`src/hdl/decode_pkg.sv`:
```
// shared opcodes, field codes, cycle costs and carrier types of the decoder
package decode_pkg;

  typedef logic [23:0] cyc_t;

  typedef enum logic [5:0] {
    ST_OPC = 6'h01,
    ST_MODRM = 6'h02,
    ST_ADJ = 6'h04,
    ST_DISP = 6'h08,
    ST_IMM = 6'h10,
    ST_EXEC = 6'h20
  } dstate_e;

  typedef enum logic [5:0] {
    OP_BAD, OP_DIVIDE, OP_ADJ_MUL, OP_ADJ_DIV, OP_BYTE_EXT, OP_WORD_EXT,
    OP_SHIFT1, OP_SHIFT_CNT_REG, OP_SHIFT_IMM, OP_AND_IMM, OP_AND_ACC,
    OP_TEST_RM, OP_GRP3, OP_TEST_IMM, OP_NOT, OP_TEST_ACC,
    OP_STR_MOVE, OP_STR_CMP, OP_STR_SCAN, OP_STR_LOAD, OP_STR_STORE,
    OP_STR_IN, OP_STR_OUT, OP_CALL_NEAR, OP_GRP5, OP_CALL_IND, OP_JMP_IND,
    OP_CALL_FAR_IND, OP_JMP_FAR_IND, OP_CALL_FAR, OP_JMP_FAR,
    OP_RET_NEAR, OP_RET_NEAR_IMM, OP_RET_FAR, OP_RET_FAR_IMM
  } op_e;

  typedef enum logic [2:0] {
    ROTATE_LEFT = 3'h0,
    ROTATE_RIGHT = 3'h1,
    ROTATE_CARRY_LEFT = 3'h2,
    ROTATE_CARRY_RIGHT = 3'h3,
    SHIFT_LEFT = 3'h4,
    LOGICAL_SHIFT_RIGHT = 3'h5,
    SHIFT_UNDEF = 3'h6,
    ARITHMETIC_SHIFT_RIGHT = 3'h7
  } shift_op_e;

  typedef struct packed {
    logic valid;
    logic [7:0] data;
  } fetch_s;

  typedef struct packed {
    logic valid;
    logic bad;
    op_e op;
    shift_op_e shift_op;
    logic wide;
    logic mem;
    logic rep;
    logic rep_z;
    cyc_t cycles;
  } dec_s;

  // opcodes; for w-type ones the w bit is zero here
  localparam logic [7:0] OPC_GRP3 = 8'hF6;
  localparam logic [7:0] OPC_ADJ_MUL = 8'hD4;
  localparam logic [7:0] OPC_ADJ_DIV = 8'hD5;
  localparam logic [7:0] ADJ_TAIL = 8'h0A;
  localparam logic [7:0] OPC_BYTE_EXT = 8'h98;
  localparam logic [7:0] OPC_WORD_EXT = 8'h99;
  localparam logic [7:0] OPC_SHIFT1 = 8'hD0;
  localparam logic [7:0] OPC_SHIFT_CNT = 8'hD2;
  localparam logic [7:0] OPC_SHIFT_IMM = 8'hC0;
  localparam logic [7:0] OPC_AND_IMM = 8'h80;
  localparam logic [7:0] OPC_AND_ACC = 8'h24;
  localparam logic [7:0] OPC_TEST_RM = 8'h84;
  localparam logic [7:0] OPC_TEST_ACC = 8'hA8;
  localparam logic [7:0] OPC_STR_MOVE = 8'hA4;
  localparam logic [7:0] OPC_STR_CMP = 8'hA6;
  localparam logic [7:0] OPC_STR_SCAN = 8'hAE;
  localparam logic [7:0] OPC_STR_LOAD = 8'hAC;
  localparam logic [7:0] OPC_STR_STORE = 8'hAA;
  localparam logic [7:0] OPC_STR_IN = 8'h6C;
  localparam logic [7:0] OPC_STR_OUT = 8'h6E;
  localparam logic [7:0] OPC_REP = 8'hF2;
  localparam logic [7:0] OPC_CALL_NEAR = 8'hE8;
  localparam logic [7:0] OPC_GRP5 = 8'hFF;
  localparam logic [7:0] OPC_CALL_FAR = 8'h9A;
  localparam logic [7:0] OPC_JMP_FAR = 8'hEA;
  localparam logic [7:0] OPC_RET_NEAR = 8'hC3;
  localparam logic [7:0] OPC_RET_NEAR_IMM = 8'hC2;
  localparam logic [7:0] OPC_RET_FAR = 8'hCB;
  localparam logic [7:0] OPC_RET_FAR_IMM = 8'hCA;

  // extension field codes and modifier codes
  localparam logic [2:0] EXT_TEST = 3'h0;
  localparam logic [2:0] EXT_NOT = 3'h2;
  localparam logic [2:0] EXT_DIVIDE = 3'h7;
  localparam logic [2:0] EXT_AND = 3'h4;
  localparam logic [2:0] EXT_CALL_IND = 3'h2;
  localparam logic [2:0] EXT_CALL_FAR_IND = 3'h3;
  localparam logic [2:0] EXT_JMP_IND = 3'h4;
  localparam logic [2:0] EXT_JMP_FAR_IND = 3'h5;
  localparam logic [1:0] MOD_NO_DISP = 2'h0;
  localparam logic [1:0] MOD_DISP8 = 2'h1;
  localparam logic [1:0] MOD_DISP16 = 2'h2;
  localparam logic [1:0] MOD_REG = 2'h3;
  localparam logic [2:0] RM_DIRECT = 3'h6;

  // cycle costs
  localparam cyc_t CYC_DIV_RB = 24'h00002C;
  localparam cyc_t CYC_DIV_RW = 24'h000035;
  localparam cyc_t CYC_DIV_MB = 24'h000032;
  localparam cyc_t CYC_DIV_MW = 24'h00003B;
  localparam cyc_t CYC_DIV_SPREAD = 24'h000008;
  localparam cyc_t CYC_ADJ_MUL = 24'h000013;
  localparam cyc_t CYC_ADJ_DIV = 24'h00000F;
  localparam cyc_t CYC_BYTE_EXT = 24'h000002;
  localparam cyc_t CYC_WORD_EXT = 24'h000004;
  localparam cyc_t CYC_SH1_R = 24'h000002;
  localparam cyc_t CYC_SH1_M = 24'h00000F;
  localparam cyc_t CYC_SHN_R = 24'h000005;
  localparam cyc_t CYC_SHN_M = 24'h000011;
  localparam cyc_t CYC_AND_IMM_R = 24'h000004;
  localparam cyc_t CYC_AND_IMM_M = 24'h000010;
  localparam cyc_t CYC_ACC_B = 24'h000003;
  localparam cyc_t CYC_ACC_W = 24'h000004;
  localparam cyc_t CYC_TEST_RM_R = 24'h000003;
  localparam cyc_t CYC_TEST_IMM_R = 24'h000004;
  localparam cyc_t CYC_TEST_M = 24'h00000A;
  localparam cyc_t CYC_NOT = 24'h000003;
  localparam cyc_t CYC_WORD_XFER = 24'h000004;
  localparam cyc_t CYC_CALL_NEAR = 24'h000013;
  localparam cyc_t CYC_CALL_IND_R = 24'h000011;
  localparam cyc_t CYC_CALL_IND_M = 24'h00001B;
  localparam cyc_t CYC_JMP_IND_R = 24'h00000B;
  localparam cyc_t CYC_JMP_IND_M = 24'h000015;
  localparam cyc_t CYC_CALL_FAR_IND = 24'h000036;
  localparam cyc_t CYC_JMP_FAR_IND = 24'h000022;
  localparam cyc_t CYC_CALL_FAR = 24'h00001F;
  localparam cyc_t CYC_JMP_FAR = 24'h00000E;
  localparam cyc_t CYC_RET_NEAR = 24'h000014;
  localparam cyc_t CYC_RET_NEAR_IMM = 24'h000016;
  localparam cyc_t CYC_RET_FAR = 24'h00001E;
  localparam cyc_t CYC_RET_FAR_IMM = 24'h000021;

endpackage

```
`src/hdl/cycle_timer.sv`:
```
// down counter that pulses once a loaded execution time has run out
`timescale 1ns/10ps
module cycle_timer
  import decode_pkg::*;
(
  input wire logic core_clk,
  input wire logic rst_b,
  input wire logic load,
  input wire cyc_t load_val,
  output logic done
);

  cyc_t count_ff;
  cyc_t nxt_count;
  logic done_ff;
  logic nxt_done;

  always_comb begin
    nxt_count = count_ff;
    nxt_done = 1'b0;
    if (load) begin
      nxt_count = load_val;
    end else if (count_ff != '0) begin
      nxt_count = count_ff - 24'h000001;
      nxt_done = (count_ff == 24'h000001);
    end
  end

  always_ff @(posedge core_clk or negedge rst_b) begin
    if (!rst_b) begin
      count_ff <= '0;
      done_ff <= 1'b0;
    end else begin
      count_ff <= nxt_count;
      done_ff <= nxt_done;
    end
  end

  assign done = done_ff;

endmodule

```
`src/hdl/opcode_decode.sv`:
```
// byte-serial opcode decoder that times each instruction it recognises
`timescale 1ns/10ps
// Function
// - signed divide: group F6/F7 extension 111, 44-52/53-61/50-58/59-67 cycles
// - multiply adjust: D4 then 0A, 19 cycles
// - divide adjust: D5 then 0A, 15 cycles
// - byte extend 98 takes 2 cycles, word extend 99 takes 4
// - shift by one D0/D1: 2 register, 15 memory; field picks operation
// - shift by count register or immediate: 5+n register, 17+n memory
// - and immediate 80/81 extension 100: 4 register, 16 memory
// - and immediate accumulator 24/25: 3 byte, 4 word
// - test register/memory with register 84/85: 3 register, 10 memory
// - test immediate F6/F7 extension 000: 4 register, 10 memory
// - test immediate accumulator A8/A9: 3 byte, 4 word
// - invert F6/F7 extension 010 takes 3 cycles
// - string move 14 cycles, string compare 22 cycles
// - string scan 15, load 12, store 10 cycles
// - string port input and output take 14 cycles each
// - repeat prefix times count register; F3 only for compare and scan
// - word operation adds four cycles per memory transfer on marked costs
// - direct near call E8 with two displacement bytes, 19 cycles
// - FF extension 010 call 17/27, extension 100 jump 11/21
// - far direct call 9A 31 cycles, jump EA 14, four bytes follow
// - FF extension 011 call 54, 101 jump 34; register form refused
// - returns take 20, 22, 30 and 33 cycles
// - modifier selects register, no, 8-bit or 16-bit displacement
module opcode_decode
  import decode_pkg::*;
(
  input wire logic core_clk,
  input wire logic rst_b,
  input wire fetch_s fetch_in,
  input wire logic [7:0] count_reg_low_byte,
  input wire logic [15:0] count_register,
  output logic fetch_ready,
  output logic busy,
  output dec_s dec_out
);

  function automatic op_e classify(input logic [7:0] b);
    op_e o;
    o = OP_BAD;
    case (b[7:1])
      OPC_GRP3[7:1]: o = OP_GRP3;
      OPC_SHIFT1[7:1]: o = OP_SHIFT1;
      OPC_SHIFT_CNT[7:1]: o = OP_SHIFT_CNT_REG;
      OPC_SHIFT_IMM[7:1]: o = OP_SHIFT_IMM;
      OPC_AND_IMM[7:1]: o = OP_AND_IMM;
      OPC_AND_ACC[7:1]: o = OP_AND_ACC;
      OPC_TEST_RM[7:1]: o = OP_TEST_RM;
      OPC_TEST_ACC[7:1]: o = OP_TEST_ACC;
      OPC_STR_MOVE[7:1]: o = OP_STR_MOVE;
      OPC_STR_CMP[7:1]: o = OP_STR_CMP;
      OPC_STR_SCAN[7:1]: o = OP_STR_SCAN;
      OPC_STR_LOAD[7:1]: o = OP_STR_LOAD;
      OPC_STR_STORE[7:1]: o = OP_STR_STORE;
      OPC_STR_IN[7:1]: o = OP_STR_IN;
      OPC_STR_OUT[7:1]: o = OP_STR_OUT;
      default: o = OP_BAD;
    endcase
    case (b)
      OPC_ADJ_MUL: o = OP_ADJ_MUL;
      OPC_ADJ_DIV: o = OP_ADJ_DIV;
      OPC_BYTE_EXT: o = OP_BYTE_EXT;
      OPC_WORD_EXT: o = OP_WORD_EXT;
      OPC_CALL_NEAR: o = OP_CALL_NEAR;
      OPC_GRP5: o = OP_GRP5;
      OPC_CALL_FAR: o = OP_CALL_FAR;
      OPC_JMP_FAR: o = OP_JMP_FAR;
      OPC_RET_NEAR: o = OP_RET_NEAR;
      OPC_RET_NEAR_IMM: o = OP_RET_NEAR_IMM;
      OPC_RET_FAR: o = OP_RET_FAR;
      OPC_RET_FAR_IMM: o = OP_RET_FAR_IMM;
      default: o = o;
    endcase
    return o;
  endfunction

  // the extension field narrows a group; encodings left out here are bad
  function automatic op_e resolve(input op_e o, input logic [7:0] m);
    op_e r;
    r = o;
    case (o)
      OP_GRP3: begin
        case (m[5:3])
          EXT_DIVIDE: r = OP_DIVIDE;
          EXT_TEST: r = OP_TEST_IMM;
          EXT_NOT: r = OP_NOT;
          default: r = OP_BAD;
        endcase
      end
      OP_AND_IMM: r = (m[5:3] == EXT_AND) ? OP_AND_IMM : OP_BAD;
      OP_GRP5: begin
        case (m[5:3])
          EXT_CALL_IND: r = OP_CALL_IND;
          EXT_JMP_IND: r = OP_JMP_IND;
          EXT_CALL_FAR_IND: r = OP_CALL_FAR_IND;
          EXT_JMP_FAR_IND: r = OP_JMP_FAR_IND;
          default: r = OP_BAD;
        endcase
        if ((r == OP_CALL_FAR_IND || r == OP_JMP_FAR_IND) &&
            m[7:6] == MOD_REG) begin
          r = OP_BAD;
        end
      end
      OP_SHIFT1, OP_SHIFT_CNT_REG, OP_SHIFT_IMM: begin
        if (m[5:3] == SHIFT_UNDEF) begin
          r = OP_BAD;
        end
      end
      default: r = o;
    endcase
    return r;
  endfunction

  function automatic logic needs_modrm(input op_e o);
    return o inside {OP_GRP3, OP_SHIFT1, OP_SHIFT_CNT_REG, OP_SHIFT_IMM,
                     OP_AND_IMM, OP_TEST_RM, OP_GRP5};
  endfunction

  function automatic logic has_modrm(input op_e o);
    return needs_modrm(o) || (o inside {OP_DIVIDE, OP_TEST_IMM, OP_NOT,
      OP_CALL_IND, OP_JMP_IND, OP_CALL_FAR_IND, OP_JMP_FAR_IND});
  endfunction

  function automatic logic is_string(input op_e o);
    return o inside {OP_STR_MOVE, OP_STR_CMP, OP_STR_SCAN, OP_STR_LOAD,
                     OP_STR_STORE, OP_STR_IN, OP_STR_OUT};
  endfunction

  function automatic logic has_w(input op_e o);
    return is_string(o) || (has_modrm(o) && o != OP_GRP5 &&
      !(o inside {OP_CALL_IND, OP_JMP_IND, OP_CALL_FAR_IND,
                  OP_JMP_FAR_IND})) || o == OP_AND_ACC ||
      o == OP_TEST_ACC;
  endfunction

  function automatic logic [1:0] disp_len(input logic [7:0] m);
    logic [1:0] n;
    n = 2'h0;
    case (m[7:6])
      MOD_NO_DISP: n = (m[2:0] == RM_DIRECT) ? 2'h2 : 2'h0;
      MOD_DISP8: n = 2'h1;
      MOD_DISP16: n = 2'h2;
      default: n = 2'h0;
    endcase
    return n;
  endfunction

  // data bytes that follow an opcode or a modifier byte
  function automatic logic [2:0] imm_len(input op_e o, input logic w);
    logic [2:0] n;
    n = 3'h0;
    case (o)
      OP_AND_IMM, OP_TEST_IMM, OP_AND_ACC, OP_TEST_ACC:
        n = w ? 3'h2 : 3'h1;
      OP_SHIFT_IMM: n = 3'h1;
      OP_CALL_NEAR, OP_RET_NEAR_IMM, OP_RET_FAR_IMM: n = 3'h2;
      OP_CALL_FAR, OP_JMP_FAR: n = 3'h4;
      default: n = 3'h0;
    endcase
    return n;
  endfunction

  function automatic cyc_t calc_cycles(input op_e o, input logic w,
    input logic mem, input logic rep, input logic [7:0] n,
    input logic [15:0] reps);
    cyc_t c;
    cyc_t wm;
    cyc_t fix;
    cyc_t per;
    cyc_t xfer;
    c = '0;
    fix = '0;
    per = '0;
    xfer = CYC_WORD_XFER;
    wm = (w && mem) ? CYC_WORD_XFER : '0;
    case (o)
      OP_DIVIDE: c = CYC_DIV_SPREAD + (mem ? (w ? CYC_DIV_MW : CYC_DIV_MB)
                     : (w ? CYC_DIV_RW : CYC_DIV_RB));
      OP_ADJ_MUL: c = CYC_ADJ_MUL;
      OP_ADJ_DIV: c = CYC_ADJ_DIV;
      OP_BYTE_EXT: c = CYC_BYTE_EXT;
      OP_WORD_EXT: c = CYC_WORD_EXT;
      OP_SHIFT1: c = (mem ? CYC_SH1_M : CYC_SH1_R) + wm;
      OP_SHIFT_CNT_REG, OP_SHIFT_IMM:
        c = (mem ? CYC_SHN_M : CYC_SHN_R) + {16'h0000, n} + wm;
      OP_AND_IMM: c = (mem ? CYC_AND_IMM_M : CYC_AND_IMM_R) + wm;
      OP_AND_ACC, OP_TEST_ACC: c = w ? CYC_ACC_W : CYC_ACC_B;
      OP_TEST_RM: c = (mem ? CYC_TEST_M : CYC_TEST_RM_R) + wm;
      OP_TEST_IMM: c = (mem ? CYC_TEST_M : CYC_TEST_IMM_R) + wm;
      OP_NOT: c = CYC_NOT;
      OP_CALL_NEAR: c = CYC_CALL_NEAR;
      OP_CALL_IND: c = mem ? CYC_CALL_IND_M : CYC_CALL_IND_R;
      OP_JMP_IND: c = mem ? CYC_JMP_IND_M : CYC_JMP_IND_R;
      OP_CALL_FAR: c = CYC_CALL_FAR;
      OP_JMP_FAR: c = CYC_JMP_FAR;
      OP_CALL_FAR_IND: c = CYC_CALL_FAR_IND;
      OP_JMP_FAR_IND: c = CYC_JMP_FAR_IND;
      OP_RET_NEAR: c = CYC_RET_NEAR;
      OP_RET_NEAR_IMM: c = CYC_RET_NEAR_IMM;
      OP_RET_FAR: c = CYC_RET_FAR;
      OP_RET_FAR_IMM: c = CYC_RET_FAR_IMM;
      default: c = '0;
    endcase
    // string costs: single, repeat fixed part, repeat per element
    case (o)
      OP_STR_MOVE: begin
        c = 24'h00000E; fix = 24'h000008; per = 24'h000008;
        xfer = CYC_WORD_XFER + CYC_WORD_XFER;
      end
      OP_STR_CMP: begin
        c = 24'h000016; fix = 24'h000005; per = 24'h000016;
        xfer = CYC_WORD_XFER + CYC_WORD_XFER;
      end
      OP_STR_SCAN: begin
        c = 24'h00000F; fix = 24'h000005; per = 24'h00000F;
      end
      OP_STR_LOAD: begin
        c = 24'h00000C; fix = 24'h000006; per = 24'h00000B;
      end
      OP_STR_STORE: begin
        c = 24'h00000A; fix = 24'h000006; per = 24'h000009;
      end
      OP_STR_IN, OP_STR_OUT: begin
        c = 24'h00000E; fix = 24'h000008; per = 24'h000008;
      end
      default: xfer = CYC_WORD_XFER;
    endcase
    if (is_string(o)) begin
      if (w) begin
        c = c + xfer;
        per = per + xfer;
      end
      if (rep) begin
        c = fix + ({8'h00, reps} * per);
      end
    end
    return c;
  endfunction

  dstate_e state_ff, nxt_state;
  logic [7:0] opc_ff, nxt_opc;
  logic [7:0] modrm_ff, nxt_modrm;
  logic [7:0] cnt_ff, nxt_cnt;
  op_e op_ff, nxt_op;
  logic rep_ff, nxt_rep;
  logic repz_ff, nxt_repz;
  logic [1:0] disp_ff, nxt_disp;
  logic [2:0] imm_ff, nxt_imm;
  cyc_t cyc_ff, nxt_cyc;
  dec_s dec_ff, nxt_dec;
  logic ready_ff, nxt_ready;
  logic busy_ff, nxt_busy;
  logic take;
  logic finish;
  logic bad;
  logic w_eff;
  logic mem_eff;
  logic timer_done;
  cyc_t timer_val;

  assign take = fetch_in.valid && ready_ff;
  assign w_eff = has_w(nxt_op) && nxt_opc[0];
  assign mem_eff = has_modrm(nxt_op) && (nxt_modrm[7:6] != MOD_REG);
  assign timer_val = nxt_cyc - 24'h000001;

  always_comb begin
    nxt_state = state_ff;
    nxt_opc = opc_ff;
    nxt_modrm = modrm_ff;
    nxt_cnt = cnt_ff;
    nxt_op = op_ff;
    nxt_rep = rep_ff;
    nxt_repz = repz_ff;
    nxt_disp = disp_ff;
    nxt_imm = imm_ff;
    nxt_dec = dec_ff;
    nxt_dec.valid = 1'b0;
    finish = 1'b0;
    bad = 1'b0;
    unique case (state_ff)
      ST_OPC: begin
        if (take && fetch_in.data[7:1] == OPC_REP[7:1] && !rep_ff) begin
          nxt_rep = 1'b1;
          nxt_repz = fetch_in.data[0];
        end else if (take) begin
          nxt_opc = fetch_in.data;
          nxt_op = classify(fetch_in.data);
          nxt_modrm = '0;
          nxt_cnt = '0;
          nxt_imm = imm_len(nxt_op, fetch_in.data[0]);
          // only compare and scan honour the z form of the prefix
          if (rep_ff && (!is_string(nxt_op) || (repz_ff &&
              !(nxt_op inside {OP_STR_CMP, OP_STR_SCAN})))) begin
            bad = 1'b1;
          end else if (nxt_op == OP_BAD) begin
            bad = 1'b1;
          end else if (needs_modrm(nxt_op)) begin
            nxt_state = ST_MODRM;
          end else if (nxt_op == OP_ADJ_MUL || nxt_op == OP_ADJ_DIV) begin
            nxt_state = ST_ADJ;
          end else if (nxt_imm != 3'h0) begin
            nxt_state = ST_IMM;
          end else begin
            finish = 1'b1;
          end
        end
      end
      ST_ADJ: begin
        if (take) begin
          bad = (fetch_in.data != ADJ_TAIL);
          finish = (fetch_in.data == ADJ_TAIL);
        end
      end
      ST_MODRM: begin
        if (take) begin
          nxt_modrm = fetch_in.data;
          nxt_op = resolve(op_ff, fetch_in.data);
          nxt_disp = disp_len(fetch_in.data);
          nxt_imm = imm_len(nxt_op, opc_ff[0]);
          if (nxt_op == OP_BAD) begin
            bad = 1'b1;
          end else if (nxt_disp != 2'h0) begin
            nxt_state = ST_DISP;
          end else if (nxt_imm != 3'h0) begin
            nxt_state = ST_IMM;
          end else begin
            finish = 1'b1;
          end
        end
      end
      ST_DISP: begin
        if (take) begin
          nxt_disp = disp_ff - 2'h1;
          if (disp_ff == 2'h1) begin
            nxt_state = (imm_ff != 3'h0) ? ST_IMM : ST_DISP;
            finish = (imm_ff == 3'h0);
          end
        end
      end
      ST_IMM: begin
        if (take) begin
          // the immediate count byte of a shift is its count
          if (op_ff == OP_SHIFT_IMM) begin
            nxt_cnt = fetch_in.data;
          end
          nxt_imm = imm_ff - 3'h1;
          finish = (imm_ff == 3'h1);
        end
      end
      ST_EXEC: begin
        if (timer_done) begin
          nxt_state = ST_OPC;
          nxt_rep = 1'b0;
          nxt_repz = 1'b0;
          nxt_dec.valid = 1'b1;
          nxt_dec.bad = 1'b0;
          nxt_dec.op = op_ff;
          nxt_dec.shift_op = (op_ff inside {OP_SHIFT1, OP_SHIFT_CNT_REG,
            OP_SHIFT_IMM}) ? shift_op_e'(modrm_ff[5:3]) : ROTATE_LEFT;
          nxt_dec.wide = has_w(op_ff) && opc_ff[0];
          nxt_dec.mem = has_modrm(op_ff) && (modrm_ff[7:6] != MOD_REG);
          nxt_dec.rep = rep_ff;
          nxt_dec.rep_z = repz_ff;
          nxt_dec.cycles = cyc_ff;
        end
      end
      default: begin
        nxt_state = ST_OPC;
      end
    endcase
    // shift by count register reads it when the last byte is taken
    nxt_cyc = calc_cycles(nxt_op, w_eff, mem_eff, nxt_rep,
      (nxt_op == OP_SHIFT_CNT_REG) ? count_reg_low_byte : nxt_cnt,
      count_register);
    if (!finish) begin
      nxt_cyc = cyc_ff;
    end else begin
      nxt_state = ST_EXEC;
    end
    if (bad) begin
      nxt_state = ST_OPC;
      nxt_rep = 1'b0;
      nxt_repz = 1'b0;
      nxt_dec = '0;
      nxt_dec.valid = 1'b1;
      nxt_dec.bad = 1'b1;
      nxt_dec.op = OP_BAD;
    end
    nxt_ready = (nxt_state != ST_EXEC);
    nxt_busy = (nxt_state != ST_OPC) || nxt_rep;
  end

  always_ff @(posedge core_clk or negedge rst_b) begin
    if (!rst_b) begin
      state_ff <= ST_OPC;
      opc_ff <= 8'h00;
      modrm_ff <= 8'h00;
      cnt_ff <= 8'h00;
      op_ff <= OP_BAD;
      rep_ff <= 1'b0;
      repz_ff <= 1'b0;
      disp_ff <= 2'h0;
      imm_ff <= 3'h0;
      cyc_ff <= '0;
      dec_ff <= '0;
      ready_ff <= 1'b0;
      busy_ff <= 1'b0;
    end else begin
      state_ff <= nxt_state;
      opc_ff <= nxt_opc;
      modrm_ff <= nxt_modrm;
      cnt_ff <= nxt_cnt;
      op_ff <= nxt_op;
      rep_ff <= nxt_rep;
      repz_ff <= nxt_repz;
      disp_ff <= nxt_disp;
      imm_ff <= nxt_imm;
      cyc_ff <= nxt_cyc;
      dec_ff <= nxt_dec;
      ready_ff <= nxt_ready;
      busy_ff <= nxt_busy;
    end
  end

  // a cycle count of n gives a result pulse n edges after the last byte
  cycle_timer u_timer (
    .core_clk(core_clk),
    .rst_b(rst_b),
    .load(finish),
    .load_val(timer_val),
    .done(timer_done)
  );

  assign fetch_ready = ready_ff;
  assign busy = busy_ff;
  assign dec_out = dec_ff;

endmodule

```
`config.mk`:
```
export PLATFORM = sky130hd
export DESIGN_NAME = opcode_decode
export DESIGN_NICKNAME = d
export VERILOG_FILES = /design/src/hdl/decode_pkg.sv /design/src/hdl/cycle_timer.sv /design/src/hdl/opcode_decode.sv
export SDC_FILE = /design/constraint.sdc
export NUM_CORES = 1
export LEC_CHECK = 0
export BUFFER_PORTS_ARGS = -buffer_cell sky130_fd_sc_hd__buf_2
export CELL_PAD_IN_SITES_DETAIL_PLACEMENT = 0
export CELL_PAD_IN_SITES_GLOBAL_PLACEMENT = 1
export CORE_MARGIN = 2
export CORE_UTILIZATION = 35
export CTS_CLUSTER_SIZE = 28
export DETAILED_ROUTE_END_ITERATION = 10
export GPL_TIMING_DRIVEN = 0
export HOLD_SLACK_MARGIN = 0.03
export PLACE_DENSITY = 0.62
export SLEW_MARGIN = 20
export SYNTH_ARGS = -nofsm -noshare
export SYNTH_HDL_FRONTEND = slang
export SYNTH_SLANG_ARGS = --single-unit
export TNS_END_PERCENT = 50
```
`constraint.sdc`:
```
create_clock -name core_clk -period 14.9 [get_ports core_clk]
set_clock_uncertainty 0.05 [all_clocks]
set_input_delay 1.49 -clock core_clk [delete_from_list [all_inputs] [get_ports core_clk]]
set_output_delay 1.49 -clock core_clk [all_outputs]
set_load 0.05 [all_outputs]
```
Yosys cells after proc, flatten, opt, wreduce, memory -nomap -nowiden
Cells that the tools add are included.
{"block": "word_totals", "ff_bits": 126, "wordCells": 410}
{"block": "op_classes", "n_addsub": 14, "multipliers": 1, "eq_ne": 155, "n_mux": 135, "n_reduce_logical": 81}
{"cell": "6-bit by 5-bit == test with 1-bit output, second input constant", "count": 45}
{"cell": "10-bit one-hot mux with 22 select lines", "count": 1}
{"cell": "24-bit two-way mux", "count": 8}
{"cell": "6-bit by 4-bit == test with 1-bit output, second input constant", "count": 29}
{"cell": "6-bit two-way mux", "count": 29}
{"cell": "24-bit one-hot mux with 5 select lines", "count": 1}
{"cell": "39-bit two-way mux", "count": 3}
{"cell": "8-bit == test, second input constant", "count": 12}
{"cell": "7-bit == test, second input constant", "count": 13}
{"cell": "5-bit one-hot mux with 15 select lines", "count": 1}
{"cell": "24-bit adder", "count": 3}
{"cell": "6-bit one-hot mux with 12 select lines", "count": 1}
{"cell": "8-bit two-way mux", "count": 8}
{"cell": "7-bit nonzero test", "count": 8}
{"cell": "6-bit by 3-bit == test with 1-bit output, second input constant", "count": 9}
{"cell": "6-bit == test, second input constant", "count": 8}
{"cell": "24-bit by 1-bit subtractor with 24-bit output, second input constant", "count": 2}
{"cell": "3-bit two-way mux", "count": 12}
{"cell": "1-bit two-way mux", "count": 33}
{"cell": "8-bit one-hot mux with 2 select lines", "count": 2}
{"cell": "6-bit by 2-bit == test with 1-bit output, second input constant", "count": 5}
{"cell": "5-bit two-way mux", "count": 6}
{"cell": "6-bit one-hot mux with 5 select lines", "count": 1}
{"cell": "4-bit two-way mux", "count": 7}
{"cell": "55 further kinds", "count": 139}

Longest topological paths before layout
Gate-level depths: netlist of run 1.
{"block": "logic_depth", "depth_word": 35, "ltp_mapped": 46}

By module
From an unflattened synthesis of run 1, not the netlist that was laid out.
{"block": "unflattened", "cells_unflattened": 1710, "hier_area_um2": 14118.5}
{"mod": "opcode_decode", "instances": 1, "cells_per_inst": 1556, "area_each_um2": 12673.4}
{"mod": "cycle_timer", "instances": 1, "cells_per_inst": 154, "area_each_um2": 1445.1}

Worst setup path before layout of run 1
OpenSTA, ideal clock, no wires.
{"block": "synth_path", "path_kind": "input port to flip-flop", "from": "input fetch_in[3] (netlist name)", "to": "register u_timer.count_ff[22]", "setup_time_ns": 0.087, "t_arrival_ns": 10.914, "t_required_ns": 14.763, "setup_slack_ns": 3.849, "path_stages": 44, "cell_sequence": "buf_2 clkbuf_1 nand4b_1 or4_1 a21oi_2 o21a_1 nor3_2 inv_2 buf_2 buf_1 nor3_1 nand2_1 ha_1 inv_1 fa_1 o21ai_0 clkbuf_1 and2_1 [... 8 more ...] fa_1 inv_1 ha_1 a21o_1 a21o_1 a21o_1 a31oi_1 a31oi_1 o21ai_0 a21boi_0 o21ai_0 a21boi_0 a21o_1 a21oi_1 xor2_1 nor2_1 or4_1 o211ai_1"}
{"block": "synth_via", "elab_chain_cells": 35, "elab_cells_between_ends": 240}
{"item": "start: declaration", "line": "opcode_decode.sv:32", "rtl": "input wire fetch_s fetch_in,"}
{"item": "3-bit == test, or another cell as far along", "line": "opcode_decode.sv:94", "rtl": "case (m[5:3])"}
{"item": "5-bit one-hot mux with 4 select lines", "line": "opcode_decode.sv:94"}
{"item": "6-bit two-way mux", "line": "opcode_decode.sv:83", "rtl": "case (o)"}
{"item": "6-bit two-way mux", "line": "opcode_decode.sv:317", "rtl": "if (take) begin"}
{"item": "6-bit two-way mux", "line": "opcode_decode.sv:282", "rtl": "unique case (state_ff)"}
{"item": "6-bit by 5-bit == test with 1-bit output", "line": "opcode_decode.sv:101", "rtl": "if ((r == OP_CALL_FAR_IND || r == OP_JMP_FAR_IND) &&"}
{"item": "1-bit logical OR", "line": "opcode_decode.sv:101"}
{"item": "1-bit logical AND", "line": "opcode_decode.sv:101"}
{"item": "[... 4 more ...]"}
{"item": "6-bit two-way mux", "line": "opcode_decode.sv:317"}
{"item": "6-bit one-hot mux with 2 select lines *", "line": "opcode_decode.sv:282"}
{"item": "named net nxt_op[2]", "line": "opcode_decode.sv:246", "rtl": "op_e op_ff, nxt_op;"}
{"item": "parallel branches: the longest is 17 deep, another holds 24-bit adder"}
{"item": "24-bit two-way mux *", "line": "opcode_decode.sv:230", "rtl": "if (is_string(o)) begin"}
{"item": "24-bit two-way mux *", "line": "opcode_decode.sv:377", "rtl": "if (!finish) begin"}
{"item": "24-bit by 1-bit subtractor with 24-bit output *", "line": "opcode_decode.sv:266", "rtl": "assign timer_val = nxt_cyc - 24'h000001;"}
{"item": "24-bit two-way mux *", "line": "cycle_timer.sv:21", "rtl": "if (load) begin"}
{"item": "end signal: assignment", "line": "cycle_timer.sv:34", "rtl": "count_ff <= nxt_count;"}
{"item": "end: declaration", "line": "cycle_timer.sv:13", "rtl": "cyc_t count_ff;"}
Mark *: on every way through the listed nets, which the timed path passes. The select of a mux whose other input is x is not followed.
A chain may end at the register's enable or synchronous reset.

Worst setup path in the final report of run 1
{"block": "layout_path", "from": "input fetch_in[5] (netlist name)", "to": "register u_timer.count_ff[23]"}
The elaborated chain is that of the path after synthesis.

==> key figures, run 1 <==
Run status
  • Status: finished, final reports clean

Detailed routing
  • Drt first pass iters: 5
  • Via Count: between 10000 and 15000
  • Detail Route Antenna Nets: 0
  • DRT iter0 DRCs: approximately 840
  • Avg WL per Cell: a little under 20 um
  • DRC Markers: 0
  • Detailed Route WL: ~44000 um
  • Vias/cell: 5.472

Cells and area
  • Nets: 1977
  • Most used cells in the layout excluding fill and tap cells: nand2_1, inv_1, nor2_1
  • Share of cells above drive strength 1: about a tenth
  • Final non-filler cell total: approximately 2300
  • Antenna Cells: 0
  • Area Growth Syn to Fin: 12.17%
  • Final core utilization: 39.74%
  • Commonest non-fill, non-tap cell in the layout: nand2_1

Logic synthesis
  • Count of cell types in the netlist: between 100 and 150
  • Synth Area in XOR/XNOR: 3.774%
  • Main flop type after synthesis: dfrtp_1
  • Post-Syn Area: around 14000 um2
  • Syn Inst Count: 1659
  • Compound-cell area share of the yosys netlist: around a fifth
  • Syn nets: about 1900
  • YS warnings: 0
  • Synthesized area per cell: a little over 8 um2
  • Post-Synth Adder-Cell Area: about a fifth
  • Largest family of logic cells by synthesized area: simple AND/OR/NAND/NOR gates
  • Asr flop ratio synth: 100.0%
  • Post-synth EDFFs: 0
  • #FFs+latches synth: 123
  • Register area share after synthesis: 22.49%
  • Simple-gate area share of the yosys netlist: roughly 26%
  • Post-synthesis mux area share: under 10%

Setup path
  • Worst-path maximum fanout: 10
  • CP Launch Type: primary input
  • FF-to-FF setup slack: approximately 2900 ps
  • Reg2reg end: u_timer.count_ff[23]
  • Path depth of the worst reg2reg path: 43
  • Critical-path top delay cell: a2111oi_2
  • Largest stage delay, worst path: around 700 ps
  • CP Class: primary input to flip-flop
  • Crit. End Element: flip-flop
  • Arrival time of the worst setup path: approximately 13000 ps
  • Critical path required time: between 15000 and 20000 ps
  • FF-to-FF Start: state_ff[0]

CTS
  • Clk buf depth: 2
  • Setup Buffers After CTS: 0
  • Sink Count: roughly 120
  • TritonCTS clock tree: yes
  • Clock-pin slew on the worst setup and hold paths: about 60 ps
  • H-tree levels: 4
  • Post_cts resized: 0
  • CTS Hold Bufs: 0
  • Worst-Skew Late Latency: 430 ps
  • Cts bufs inserted: 17
  • Root Buffer: clkbuf_16

Placement
  • Post-DP HPWL: 35330 um
  • RD Place Congestion: 0.9127
  • IO buf count: between 70 and 80
  • Placed cells: roughly 2300
  • Setup slack at placement: 1723 ps

Global routing
  • First-pass GRT wire length: between 70000 and 80000 um
  • GRT Residual Overflow: 0
  • Vias in the first global route: 12240
  • Initial antenna violation count: 0
  • All-Layer GR Usage: 22.01%
  • Largest net degree at the start of global routing: between 60 and 70

STA
  • Worst Tran Pin Value: just over 1000 ps
  • Relative slew slack: between 30% and 40%
  • Final TNS setup: 0 ps
  • RSZ-0062 raised after global routing: false
  • Max Slew Vio Count: 0
  • Worst setup margin: 2117 ps
  • Fin. Hold Viols: 0
  • Max Freq: around 0.078 GHz
  • Final setup fails: 0
  • Fin crit share: 85.79%
  • Final Critical Period: 12780 ps

Floorplanning
  • # IOs: between 70 and 80
  • Rows: 72
  • Die Wd: 201.8 um
  • Die Y: slightly above 200 um
  • Initial Util: between 30% and 40%
  • Die area: around 41000 um2
  • Core area: 38650 um2

Pwr
  • Sw power: 0.9733 mW
  • Int Pwr: about 1.1 mW
  • Power Total: about 2.0 mW
  • Pleak: ~7.3 nW
  • Sequential power share: 22.0%
  • Total power per unit cell area: approximately 130 nW/um2
  • Peak VDD IR: 56.35 uV
  • Comb power frac: 56.8%
  • Sw frac: 48.05%
  • Power share of the clock group: 21.2%

Flow run
  • Max Cap Viol: 0

Worst hold path
  • Hold EP: dec_out[37]
  • Min-Delay Path Class: flip-flop to flip-flop
  • Cells on Worst Hold Path: 1
  • Beginning of the worst hold path: dec_out[37]
## area by class of cell
type,instances,area (um2)
clock buffer,17,425.4
fill,3986,23290
buffer,83,367.9
sequential,123,3079
multi-input combinational,1311,9721
tap,518,648.1
inverter,142,533.0
timing repair buffer,75,407.9
clock inverter,15,177.7
## worst max path at each step
stage,from,to,slack (ps),cells past startpoint
after global routing,fetch_in[4],u_timer.count_ff[23],1110,44
final,fetch_in[5],u_timer.count_ff[23],2120,45
after detailed placement,fetch_in[5],u_timer.count_ff[22],1720,44
after floorplan,fetch_in[3],u_timer.count_ff[22],3850,44
after CTS,fetch_in[5],u_timer.count_ff[23],2150,45
after global placement,fetch_in[3],u_timer.count_ff[23],1400,45
## synth_stat cells, drive strengths merged, types with 9 or more instances
cell / n / share of area, %
fa: 65 / 9.5
nor2: 127 / 3.5
o31ai: 11 / 0.70
a31oi: 23 / 1.1
o211ai: 16 / 0.88
o21a: 19 / 1.0
mux2i: 11 / 0.90
xor2: 26 / 1.7
dfrtp: 122 / 22
nand4: 12 / 0.55
a21o: 16 / 0.88
a22o: 13 / 0.83
o21ai: 64 / 2.3
nor2b: 11 / 0.50
nor4: 26 / 1.3
ha: 124 / 11
buf: 25 / 1.1
or3: 15 / 0.69
or4: 10 / 0.55
nor3b: 17 / 0.93
nand2: 197 / 5.4
nor4b: 9 / 0.84
nand2b: 19 / 0.87
inv: 142 / 3.9
clkbuf: 58 / 1.6
xnor2: 33 / 2.1
a211oi: 29 / 1.6
a21oi: 92 / 3.4
nand3: 44 / 1.6
and2: 77 / 3.5
nor3: 49 / 1.9
and3: 13 / 0.63
nand3b: 10 / 0.55
## per-layer routing
layer  GRT usage, %  up-vias  part of all wire, %
met5              0        -                    0
met4          4.175        0                 0.92
met3          1.741       29                  3.9
met2          34.50      318                   45
met1          33.21     6073                   50
li1               -     6077                    -
## cells by family (layout without fill, tap and decap cells)
group,Yosys count,in the layout
mux,16,16
xor+xnor,59,59
compound gates,377,377
buf+inv,225,332
fa+ha+maj,189,189
flops,123,123
other cells,1,1
simple gates,669,669
## critical path, delay by kind of cell
kind | cells | cell delay (ps)
AOI/OAI and AO/OA | 13 | 3350
and+or+nand+nor | 10 | 2340
buffers and inverters | 11 | 1930
adders and majority gates | 9 | 3160
xor gates and xnor gates | 2 | 750
## metrics by stage
| stage | instance area, um2 | hold WS (ps) |
|---|---|---|
| floorplan | 13690 | 399.6 |
| global placement | 14710 | 410.4 |
| detailed placement | 14760 | 417.2 |
| CTS | 15360 | 432.0 |
| global route | 15360 | 449.2 |
| finish | 15360 | 425.2 |
## power by group through the flow
stage / clock network [mW] / registers [mW] / logic [mW]
floorplan: 0 / 0.450 / 0.807
global placement: 0 / 0.448 / 1.13
detailed placement: 0 / 0.450 / 1.13
CTS: 0.440 / 0.444 / 1.14
global route: 0.455 / 0.454 / 1.28
finish: 0.430 / 0.445 / 1.15
## registers in the layout, summed over array words and instances, names as in the netlist
register          flops
dec_out              39
state_ff              6
modrm_ff              5
repz_ff               1
imm_ff                3
u_timer.count_ff     24
opc_ff                1
u_timer.done          1
cnt_ff                8
rep_ff                1
disp_ff               2
busy                  1
fetch_ready           1
cyc_ff               24
op_ff                 6
(Power assumes the default switching activity.)
==> run 2: changes to the inputs <==
- ABC_AREA: default -> 1
- ABC_CLOCK_PERIOD_IN_PS: default -> 14900
- PLACE_DENSITY: 0.62 -> 0.64
==> run 2 against run 1 <==
- hold slack better by 17 ps
- clock-buffer cell count unchanged
- highest routed layer unchanged
- clock power shrank 4.9%
- critical path type unchanged
- cell area decreased by 0.42%
- setup slack better by 580 ps
- maximum frequency grew 4.7%
- die area decreased by 0.24%
- sequential cell count is the same
- sequential power is essentially flat
- wire length is 2.1% higher
- utilization fell by 0.076 points
- final cell count grew 15%
==> key figures, run 2 <==
Run status
  • Status: finished, final reports clean

Setup path
  • CP Class: primary input to flip-flop
  • Arrival time of the worst setup path: around 12000 ps
  • Crit. End Element: flip-flop
  • CP Launch Type: primary input
  • Critical path required time: around 15000 ps
  • Worst-path maximum fanout: 10
  • Largest stage delay, worst path: 770 ps
  • Critical-path top delay cell: a21oi_1

Cells and area
  • Share of cells above drive strength 1: 9.877%
  • Commonest non-fill, non-tap cell in the layout: nand2_1
  • Layout Cell Area excl Fill: between 15000 and 20000 um2
  • Nets: between 2000 and 2500
  • Area Growth Syn to Fin: 11.97%
  • Antenna Cells: 0
  • Most used cells in the layout excluding fill and tap cells: nand2_1, inv_1, nor2_1
  • Largest register FFs: 39

Floorplanning
  • Initial Util: a little over a third
  • Core area: slightly below 40000 um2
  • Die Y: just over 200 um
  • Die area: between 40000 and 50000 um2
  • Rows: between 70 and 80
  • # IOs: 76
  • Die Wd: approximately 200 um

STA
  • Final TNS setup: 0 ps
  • Relative slew slack: roughly a quarter
  • Fin. Hold Viols: 0
  • RSZ-0062 raised after global routing: false
  • Fin crit share: ~80%
  • Worst Tran Pin Value: 1124 ps
  • Final setup fails: 0
  • Max Slew Vio Count: 0
  • Max Freq: just over 0.08 GHz
  • Final Critical Period: about 12000 ps

Logic synthesis
  • Synth cell count leaders: nand2_1, inv_1, nor2_1
  • YS warnings: 0
  • Main flop type after synthesis: dfrtp_1
  • Post-synth EDFFs: 0
  • Register area share after synthesis: between 20% and 30%
  • Syn Inst Count: 1998
  • Area leader, netlist: dfrtp_1
  • #FFs+latches synth: 123
  • Post-synth top area share: between 20% and 30%
  • Synthesized area per cell: ~6.8 um2
  • Post-Syn Area: between 10000 and 15000 um2
  • Syn nets: around 2200
  • Count of cell types in the netlist: 60
  • Most frequent cell after synthesis: nand2_1
  • Asr flop ratio synth: between 90% and 100%
  • Area contributors post-synth: dfrtp_1, nand2_1, ha_1

Detailed routing
  • Drt first pass iters: 5
  • Vias/cell: about 5
  • Detail Route Antenna Nets: 0
  • DRC Markers: 0
  • Avg WL per Cell: between 15 and 20 um
  • Detailed Route WL: ~45000 um
  • Via Count: roughly 13000
  • DRT iter0 DRCs: 827

CTS
  • CTS Hold Bufs: 0
  • Worst-Skew Late Latency: about 440 ps
  • Setup Buffers After CTS: 0
  • H-tree levels: 4
  • Cts bufs inserted: 17
  • Root Buffer: clkbuf_16
  • TritonCTS clock tree: yes
  • Post_cts resized: 0
  • Clock-pin slew on the worst setup and hold paths: 60 ps
  • Clk buf depth: 2
  • Sink Count: around 120

Flow run
  • Max Cap Viol: 0

Global routing
  • Largest net degree at the start of global routing: 94
  • All-Layer GR Usage: a little under a quarter
  • Vias in the first global route: 12910
  • First-pass GRT wire length: about 72000 um
  • GRT Residual Overflow: 0
  • Initial antenna violation count: 1

Worst hold path
  • Min-Delay Path Class: flip-flop to flip-flop

Placement
  • Post-DP HPWL: between 30000 and 40000 um
  • Placement-stage cell area: 14730 um2
  • IO buf count: 75
  • RD Place Congestion: 0.9015

Pwr
  • Total power per unit cell area: between 100 and 150 nW/um2
  • Pleak: roughly 8.8 nW
  • Peak VDD IR: 64.55 uV
[run 2: cell types whose count changed after synthesis, sizes merged, moves of 41 or more]
cell / delta
nand2: +269
nor2: +151
inv: +232
nand3: +125
clkbuf: -41
and2: -77
[run 2: final timing paths]
check	start	endpoint	slack [ps]	cells past startpoint
max	fetch_in[8]	u_timer.count_ff[23]	2700	47
min	dec_out[37]	dec_out[37]	440	2
max reg2reg	fetch_ready	u_timer.count_ff[23]	3470	46
min reg2reg	dec_out[37]	dec_out[37]	440	2
max in group asynchronous	rst_b	cyc_ff[19]	13170	2
min in group asynchronous	rst_b	imm_ff[0]	870	1
[run 2: logic make-up (layout without fill, tap and decap cells)]
| logic type | count (synthesis) | after routing | share of synthesized area (%) |
|---|---|---|---|
| fa+ha+maj | 189 | 189 | 20.88 |
| other cells | 1 | 1 | 0.02745 |
| buf+inv | 406 | 514 | 11.39 |
| mux | 1 | 1 | 0.07328 |
| simple gates | 1005 | 1005 | 32.90 |
| flops | 123 | 123 | 22.54 |
| xor+xnor | 35 | 35 | 2.244 |
| compound gates | 238 | 238 | 9.930 |
[run 2: layout make-up]
type	count	area, um2
Clock buffer	17	425.4
Sequential cell	123	3079
Inverter	378	1419
Timing Repair Buffer	76	412.9
Buffer	28	137.6
Fill cell	4220	23260
Clock inverter	15	140.1
Tap cell	518	648.1
Multi-Input combinational cell	1469	9032
[run 2: report_power, final]
part	total, mW	leakage [nW]	internal, mW	switching, mW
logic	1.06	6.88	0.332	0.727
registers	0.448	1.63	0.400	0.0478
clock network	0.409	0.279	0.232	0.177
[run 2: stage by stage]
step	std cells	setup WS (ps)	total power [mW]	hold slack (ps)	util, %
after floorplan	1998	5124	1.209	434.0	-
after global placement	2591	2171	1.500	412.7	38.08
after detailed placement	2592	2264	1.505	423.2	38.20
after CTS	2624	2695	1.926	439.6	39.67
after global routing	2624	1872	2.088	473.7	39.67
final	2624	2695	1.916	442.1	39.67
[run 2: worst max-delay path, delay by kind of cell]
kind,cells,cell delay (ps)
and+or+nand+nor,22,3860
buffers and inverters,10,1340
adders and majority gates,8,3080
AOI/OAI and AO/OA,7,2670
[run 2: routing by layer]
metal / wire length, um / track usage (%) / vias to the layer above
met4: 827 / 6.014 / 0
met1: 22410 / 32.32 / 6190
met5: 0 / 0 / -
li1: - / - / 6569
met2: 20560 / 37.23 / 282
met3: 1550 / 2.122 / 44
